--- src/sensor_cfg_pkg.sv ---
package sensor_cfg_pkg;
   localparam logic [7:0] PART_ID_OFFSET = 8'h3E;
   localparam logic [7:0] FILTER_CFG_OFFSET = 8'h40;
   localparam logic [7:0] OUTPUT_SEL_OFFSET = 8'h42;

   localparam logic [7:0] PART_ID_RESET = 8'h00;
   localparam logic [7:0] FILTER_CFG_RESET = 8'h00;
   localparam logic [7:0] OUTPUT_SEL_RESET = 8'h00;
   // arbitrary neutral identity value, not a real part code
   localparam logic [7:0] PART_ID_FACTORY = 8'hA5;

   localparam int LOWPASS_LSB = 4;
   localparam int SLOT0_SEL_LSB = 5;
   localparam int SLOT1_SEL_LSB = 2;

   localparam logic [3:0] LPF_370HZ_2P = 4'h0;
   localparam logic [3:0] LPF_1000HZ_4P = 4'h3;

   localparam logic [1:0] SEL_RELATIVE = 2'h0;
   localparam logic [1:0] SEL_ABSOLUTE = 2'h1;
   localparam logic [1:0] SEL_BASELINE = 2'h2;
   localparam logic [1:0] SEL_TEMPERATURE = 2'h3;
   localparam logic [15:0] PSI5_PRESSURE_SUBST = 16'h01F4;

   localparam logic [12:0] BLOCK_DEFAULT_US = 13'd450;
   localparam logic [12:0] PSI5_BLOCK_MIN = 13'd10;
   localparam int CLK_MHZ = 100;
   localparam int BLOCK_CYC_W = 20;
endpackage : sensor_cfg_pkg

--- src/blocking_time_decode.sv ---
`timescale 1ns/1ps
module blocking_time_decode (
   input wire logic [12:0] blocking_time_field,
   input wire logic psi5_mode,
   output logic [12:0] blocking_us
);
   always_comb begin
      if (blocking_time_field == 13'h0000) begin
         blocking_us = sensor_cfg_pkg::BLOCK_DEFAULT_US;
      end else if (psi5_mode && blocking_time_field < sensor_cfg_pkg::PSI5_BLOCK_MIN) begin
         blocking_us = sensor_cfg_pkg::BLOCK_DEFAULT_US;
      end else begin
         blocking_us = blocking_time_field;
      end
   end
endmodule : blocking_time_decode

--- src/slot_content_mux.sv ---
`timescale 1ns/1ps
module slot_content_mux (
   input wire logic [1:0] content_sel,
   input wire logic psi5_mode,
   input wire logic [15:0] relative_pressure,
   input wire logic [15:0] absolute_pressure,
   input wire logic [15:0] baseline_pressure,
   input wire logic [15:0] temperature,
   output logic [15:0] stored_value,
   output logic [15:0] tx_value
);
   always_comb begin
      case (content_sel)
         sensor_cfg_pkg::SEL_RELATIVE: stored_value = relative_pressure;
         sensor_cfg_pkg::SEL_ABSOLUTE: stored_value = absolute_pressure;
         sensor_cfg_pkg::SEL_BASELINE: stored_value = baseline_pressure;
         default: stored_value = temperature;
      endcase
      tx_value = stored_value;
      // psi5 frames are too short for the absolute scale, so a marker goes out instead
      if (psi5_mode && (content_sel == sensor_cfg_pkg::SEL_ABSOLUTE ||
                        content_sel == sensor_cfg_pkg::SEL_BASELINE)) begin
         tx_value = sensor_cfg_pkg::PSI5_PRESSURE_SUBST;
      end
   end
endmodule : slot_content_mux

--- src/sensor_user_config_regs.sv ---
// Notes on behaviour
// - dsi3 blocking field zero means 450 us, else field times 1 us.
// - psi5 field 0..9 means 450 us, 10..8191 means field times 1 us.
// - part identifier stores 8 bits, reset zero; zero reads as factory code.
// - part identifier is readable in every operating mode.
// - config registers are written, and read except identifier, only in dsi3 or psi5 diagnostic.
// - all three registers feed the read/write array check value.
// - a changing write to filter or output select pulses dsp datapath reset.
// - filter bits 7:4 select low-pass: 370, 400, 800, 1000 Hz; others reserved.
// - output select bits 6:5 choose slot 0 content: rel, abs, filtered abs, temp.
// - output select bits 3:2 choose slot 1 content with the same mapping.
// - psi5 sends 1F4h for absolute or filtered absolute; dsi3 sends stored value.
// - slot 1 content is taken from non-interpolated samples.
`timescale 1ns/1ps
module sensor_user_config_regs (
   input wire logic core_clk,
   input wire logic srst,
   input wire logic psi5_mode,
   input wire logic psi5_diag_mode,
   input wire logic reg_wr,
   input wire logic reg_rd,
   input wire logic [7:0] reg_addr,
   input wire logic [7:0] reg_wdata,
   input wire logic [12:0] blocking_time_field,
   input wire logic [3:0][15:0] interp_samples,
   input wire logic [3:0][15:0] raw_samples,
   output logic [7:0] reg_rdata,
   output logic reg_ack,
   output logic reg_refused,
   output logic [3:0] lowpass_select,
   output logic lowpass_reserved,
   output logic dsp_reset,
   output logic [7:0] rw_array_check,
   output logic [12:0] blocking_us,
   output logic [19:0] blocking_cycles,
   output logic [15:0] sensor_result_0,
   output logic [15:0] sensor_result_1,
   output logic [15:0] tx_data_0,
   output logic [15:0] tx_data_1
);
   typedef struct packed {
      logic [7:0] part_identifier;
      logic [7:0] filter_config;
      logic [7:0] output_select_config;
      logic [7:0] rdata;
      logic ack;
      logic refused;
      logic dsp_reset;
      logic lp_rsv;
      logic [7:0] check;
      logic [12:0] blk_us;
      logic [19:0] blk_cyc;
      logic [15:0] res0;
      logic [15:0] res1;
      logic [15:0] tx0;
      logic [15:0] tx1;
   } state_t;

   state_t st_r;
   state_t st_nxt;
   logic [12:0] blk_us_dec;
   logic [1:0][15:0] slot_stored;
   logic [1:0][15:0] slot_tx;
   logic [1:0][1:0] slot_sel;
   logic cfg_access_ok;
   logic wr_id;
   logic wr_filt;
   logic wr_osel;

   assign cfg_access_ok = !psi5_mode || psi5_diag_mode;
   assign wr_id = reg_wr && cfg_access_ok && reg_addr == sensor_cfg_pkg::PART_ID_OFFSET;
   assign wr_filt = reg_wr && cfg_access_ok && reg_addr == sensor_cfg_pkg::FILTER_CFG_OFFSET;
   assign wr_osel = reg_wr && cfg_access_ok && reg_addr == sensor_cfg_pkg::OUTPUT_SEL_OFFSET;

   assign slot_sel[0] = st_r.output_select_config[sensor_cfg_pkg::SLOT0_SEL_LSB +: 2];
   assign slot_sel[1] = st_r.output_select_config[sensor_cfg_pkg::SLOT1_SEL_LSB +: 2];

   blocking_time_decode u_blk (
      .blocking_time_field(blocking_time_field),
      .psi5_mode(psi5_mode),
      .blocking_us(blk_us_dec)
   );

   genvar gi;
   generate
      for (gi = 0; gi < 2; gi++) begin : g_slot
         // slot 1 bypasses the interpolator so its samples keep their own timing
         slot_content_mux u_mux (
            .content_sel(slot_sel[gi]),
            .psi5_mode(psi5_mode),
            .relative_pressure(gi == 0 ? interp_samples[0] : raw_samples[0]),
            .absolute_pressure(gi == 0 ? interp_samples[1] : raw_samples[1]),
            .baseline_pressure(gi == 0 ? interp_samples[2] : raw_samples[2]),
            .temperature(gi == 0 ? interp_samples[3] : raw_samples[3]),
            .stored_value(slot_stored[gi]),
            .tx_value(slot_tx[gi])
         );
      end
   endgenerate

   localparam int BLOCK_CYC_W = sensor_cfg_pkg::BLOCK_CYC_W;

   always_comb begin
      st_nxt = st_r;
      st_nxt.ack = 1'b0;
      st_nxt.refused = 1'b0;
      st_nxt.dsp_reset = 1'b0;
      if (wr_id) begin
         st_nxt.part_identifier = reg_wdata;
      end
      if (wr_filt) begin
         st_nxt.filter_config = reg_wdata;
         st_nxt.dsp_reset = reg_wdata != st_r.filter_config;
      end
      if (wr_osel) begin
         st_nxt.output_select_config = reg_wdata;
         if (reg_wdata != st_r.output_select_config) begin
            st_nxt.dsp_reset = 1'b1;
         end
      end
      if (reg_wr) begin
         st_nxt.ack = 1'b1;
         // locked mode and unmapped addresses both count as a refused write
         st_nxt.refused = !(wr_id || wr_filt || wr_osel);
      end
      if (reg_rd) begin
         st_nxt.ack = 1'b1;
         st_nxt.rdata = 8'h00;
         case (reg_addr)
            sensor_cfg_pkg::PART_ID_OFFSET: begin
               // identifier answers in every mode
               st_nxt.rdata = (st_r.part_identifier == 8'h00) ?
                  sensor_cfg_pkg::PART_ID_FACTORY : st_r.part_identifier;
            end
            sensor_cfg_pkg::FILTER_CFG_OFFSET: begin
               if (cfg_access_ok) begin
                  st_nxt.rdata = st_r.filter_config;
               end else begin
                  st_nxt.refused = 1'b1;
               end
            end
            sensor_cfg_pkg::OUTPUT_SEL_OFFSET: begin
               if (cfg_access_ok) begin
                  st_nxt.rdata = st_r.output_select_config;
               end else begin
                  st_nxt.refused = 1'b1;
               end
            end
            default: st_nxt.refused = 1'b1;
         endcase
      end
      // check value covers the stored words, not the substituted read value
      st_nxt.check = st_nxt.part_identifier ^ st_nxt.filter_config ^
                     st_nxt.output_select_config;
      st_nxt.lp_rsv = st_nxt.filter_config[sensor_cfg_pkg::LOWPASS_LSB +: 4] >
                      sensor_cfg_pkg::LPF_1000HZ_4P;
      st_nxt.blk_us = blk_us_dec;
      st_nxt.blk_cyc = BLOCK_CYC_W'(blk_us_dec) * BLOCK_CYC_W'(sensor_cfg_pkg::CLK_MHZ);
      st_nxt.res0 = slot_stored[0];
      st_nxt.res1 = slot_stored[1];
      st_nxt.tx0 = slot_tx[0];
      st_nxt.tx1 = slot_tx[1];
   end

   always_ff @(posedge core_clk) begin
      if (srst) begin
         st_r <= '0;
         st_r.part_identifier <= sensor_cfg_pkg::PART_ID_RESET;
         st_r.filter_config <= sensor_cfg_pkg::FILTER_CFG_RESET;
         st_r.output_select_config <= sensor_cfg_pkg::OUTPUT_SEL_RESET;
      end else begin
         st_r <= st_nxt;
      end
   end

   assign reg_rdata = st_r.rdata;
   assign reg_ack = st_r.ack;
   assign reg_refused = st_r.refused;
   assign lowpass_select = st_r.filter_config[sensor_cfg_pkg::LOWPASS_LSB +: 4];
   // codes above the 1000 Hz entry are reserved; the dsp keeps the raw code
   assign lowpass_reserved = st_r.lp_rsv;
   assign dsp_reset = st_r.dsp_reset;
   assign rw_array_check = st_r.check;
   assign blocking_us = st_r.blk_us;
   assign blocking_cycles = st_r.blk_cyc;
   assign sensor_result_0 = st_r.res0;
   assign sensor_result_1 = st_r.res1;
   assign tx_data_0 = st_r.tx0;
   assign tx_data_1 = st_r.tx1;
endmodule : sensor_user_config_regs

--- config.mk ---
export PLATFORM = sky130hd
export DESIGN_NAME = sensor_user_config_regs
export DESIGN_NICKNAME = d
export VERILOG_FILES = /design/src/sensor_cfg_pkg.sv /design/src/blocking_time_decode.sv /design/src/slot_content_mux.sv /design/src/sensor_user_config_regs.sv
export SDC_FILE = /design/constraint.sdc
export NUM_CORES = 1
export LEC_CHECK = 0
export ABC_AREA = 1
export BUFFER_PORTS_ARGS = -buffer_cell sky130_fd_sc_hd__buf_4
export CAP_MARGIN = 20
export CORE_MARGIN = 5
export CORE_UTILIZATION = 52
export DETAILED_ROUTE_END_ITERATION = 8
export GPL_TIMING_DRIVEN = 0
export HOLD_SLACK_MARGIN = 0.15
export PLACE_DENSITY = 0.81
export SETUP_SLACK_MARGIN = 0.3
export SLEW_MARGIN = 20
export SYNTH_ARGS = -nofsm -noshare
export SYNTH_HDL_FRONTEND = slang
export SYNTH_HIERARCHICAL = 1
export SYNTH_SLANG_ARGS = --single-unit
--- constraint.sdc ---
create_clock -name core_clk -period 4.2 [get_ports core_clk]
set_clock_uncertainty 0.15 [all_clocks]
set_input_delay 1.05 -clock core_clk [delete_from_list [all_inputs] [get_ports core_clk]]
set_output_delay 1.05 -clock core_clk [all_outputs]
set_load 0.03 [all_outputs]
==> results.py <==
metrics = {
    "run_status": {
        "status": "finished, final reports clean",
    },
    "layout": {
        "stdcell_area_um2": 12010,
        "fin_nets": 1847,
        "finalNonFillerCells": 1856,
        "area_growth_pct": 34.76,
        "drive_gt1_frac": 0.3270,
        "seqCellArea_um2": 2723,
        "multiInputGateArea_um2": 4528,
        "n_antenna_cell": 0,
        "fillCellCount": 1410,
        "fin_util": 0.7191,
    },
    "clocking": {
        "cts_tree": "built",
        "htreeDepth": 4,
        "clock_path_buffers": 2,
        "clock_latency_ns": 0.42,
        "numCtsBuffers": 17,
        "cts.sinks": 136,
        "holdBufCountCts": 0,
        "cts.reportedPaths.clkPinSlew_ns": 0.05,
        "cts_root_buffer": "clkbuf_16",
    },
    "floorplan": {
        "core-area_um2": 16700,
        "die_y_um": 140.9,
        "num_rows": 47,
        "fp.dieW_um": 140.9,
        "io_pins": 284,
        "die_area_um2": 19860,
        "start_util": 0.5336,
    },
    "sta": {
        "max_slew_margin": 0.5122,
        "worstMarginPinSlew_ns": 0.7316,
        "layout_min_cycle_time_ns": 3.916,
        "fmax_ghz": 0.2554,
        "fin_ws_ns": 0.2839,
        "setup_viol": 0,
        "finalHoldViolCount": 0,
        "rsz0062_at_grt": "true",
        "post-route-period-util": 0.9324,
        "drv_slew": 0,
    },
    "run": {
        "cap_violations": 0,
    },
    "synth": {
        "synth_top_area_cell": "dfxtp_1",
        "synth.top_cells.by_count": "336 x nand2_1, 214 x nor2_1, 163 x inv_1",
        "ys_top_cells_by_area": "dfxtp_1 31%, nand2_1 14%, buf_4 11%, nor2_1 9.0%, ha_1 7.2%",
        "synth_top_area_share": 0.3055,
        "ys_ff_latch": 136,
        "synth_cell_types": 39,
        "synth_warnings": 6,
        "async_reset_ff_frac": 0,
        "netlist_instances": 1324,
        "synthesis.area_um2": 8912,
        "ys_seq_area_frac": 0.3055,
        "yosysMostFrequentCell": "nand2_1",
        "avgSynthCellArea_um2": 6.731,
        "synth_edf_count": 0,
        "yosys_most_used_dff": "dfxtp_1",
    },
    "power_and_ir_drop": {
        "p_sw_frac": 0.2985,
        "pwr-share-seq": 0.352,
        "pwr-share-comb": 0.281,
        "power.density_nw_per_um2": 328.8,
        "p_int_mw": 2.771,
        "leakage_nw": 6.716,
        "p_total_mw": 3.949,
        "p_clk_frac": 0.367,
        "vdd_ir_drop_max_mv": 0.2896,
        "p_sw_mw": 1.179,
    },
    "place": {
        "portBuffers": 279,
        "place_hpwl_um": 22620,
        "place_area_um2": 11290,
        "dp_cells": 1824,
        "routabilityCongestion": 0.9705,
        "place_ws_ns": -0.1636,
    },
    "worst_hold_path": {
        "worstHoldEndpoint": "reg_rdata[2]",
        "hold_path_class": "reg2reg",
        "hp-start": "reg_rdata[2]",
        "worst_hold_path.num_cells": 2,
    },
    "grt": {
        "first_global_vias": 8411,
        "grt_overflow": 0,
        "antenna_found_initial": 0,
        "grt_max_degree": 17,
        "grt.total_usage": 0.2806,
        "grt_pass1_wl_um": 44060,
    },
    "worst_setup_path": {
        "startpoint_type": "input port",
        "r2r-end": "tx_data_1[1]",
        "r2r_cells": 7,
        "critPathRequiredTime_ns": 4.39,
        "path_class": "in2reg",
        "reg2reg_slack_ns": 2.12,
        "r2r_start": "slot_sel[2]",
        "crit_fanout": 5,
        "crit_path_end_kind": "flop",
        "arrival_ns": 4.11,
    },
    "drt": {
        "vias": 9116,
        "drt-total-wl_um": 28950,
        "drcViolationCount": 0,
        "ant_nets": 0,
        "wl_per_cell_um": 15.60,
        "vias_per_cell": 4.912,
        "dr.first_iter.drc_count": 750,
        "dr.pass1.iters": 7,
    },
}
==> cells by family after synthesis <==
family / after synthesis / share of synthesized area
AO/OA/AOI/OAI: 71 / 0.04633
buffers and inverters: 334 / 0.2023
AND/OR/NAND/NOR: 705 / 0.3382
other: 1 / 0.0004208
flip-flops: 136 / 0.3055
XOR/XNOR: 18 / 0.01769
adder cells (fa/ha/maj): 59 / 0.08957
==> worst max-delay path: stages <==
cell	delay, ns
buf_4	0.12
nor2_2	0.10
nand2_2	0.14
nor2_2	0.13
nand2_2	0.12
nand3_4	0.14
ha_1	0.26
ha_1	0.33
fa_1	0.51
ha_4	0.32
nand2_1	0.13
o21ai_1	0.27
nand2_1	0.12
nand3_1	0.12
o21ai_0	0.09
a21oi_1	0.15
==> layout make-up <==
cell class	instances	share of cell area
multi-input cells	855	0.3770
repair buffers	281	0.1756
inverters	171	0.05344
plain buffers	163	0.09668
clock inverters	8	0.008126
flip-flops and latches	136	0.2267
clock buffers	22	0.03948
well taps	220	0.02292
==> through the flow <==
step | hold slack [ns] | setup TNS (ns)
after floorplan | 0.2957 | 0
after global placement | 0.3033 | -0.1323
after detailed placement | 0.3064 | -0.4818
after CTS | 0.3151 | 0
after global routing | 0.3355 | 0
final | 0.3139 | 0
==> state kept, by name, summed over array words and instances (netlist names) <==
register          cells
reg_ack               1
lowpass_select        4
st_r                 16
slot_sel              4
lowpass_reserved      1
rw_array_check        8
reg_refused           1
blocking_us          13
blocking_cycles      15
tx_data_0            16
dsp_reset             1
reg_rdata             8
tx_data_1            16
sensor_result_1      16
sensor_result_0      16
==> cell usage in the layout, fill, tap and decap left out, drive strengths merged <==
master / count
clkinvlp: 3
nand4: 14
buf: 422
conb: 2
and2: 1
bufinv: 2
clkbuf: 44
o21ai: 22
fa: 8
nand3: 93
o22ai: 1
o21bai: 2
xor2: 9
clkinv: 5
a21o: 1
nor2: 228
nand2: 349
dfxtp: 136
xnor2: 9
a21oi: 42
a21boi: 2
ha: 51
inv: 169
o21a: 1
nor3: 20
==> repair_timing <==
action / CTS / global route
buffers inserted: 0 / 2
resized for setup: 0 / 34
endpoints found under the hold margin: 0 / 0
setup endpoints to repair: 0 / 10
==> power groups by stage <==
stage	logic (mW)	registers (mW)	clock network [mW]
floorplan	0.656	1.41	0
global placement	1.00	1.42	0
detailed placement	1.02	1.42	0
CTS	1.03	1.39	1.47
global route	1.20	1.40	1.53
finish	1.11	1.39	1.45
==> worst max path at each step <==
stage,start,endpoint,slack [ns],cells after the start
3_3_place_gp,blocking_time_field[9],blocking_cycles[15],-0.1,17
5_1_grt,blocking_time_field[9],blocking_cycles[16],0.14,16
2_1_floorplan,blocking_time_field[3],blocking_cycles[15],0.31,16
4_1_cts,blocking_time_field[9],blocking_cycles[15],0.30,17
6_report,blocking_time_field[9],blocking_cycles[16],0.28,16
3_5_place_dp,blocking_time_field[9],blocking_cycles[15],-0.16,17
==> layer usage <==
metal  up-vias  part of all wire  wire [um]  global-route usage
met5         -                 0          0                   0
met4         0             0.026        761             0.09383
met3        62             0.079       2279             0.05012
met2       386              0.50      14340              0.4871
met1      4134              0.40      11560              0.3518
li1       4534                 -          -                   -
Power figures use the tool's default switching activity.
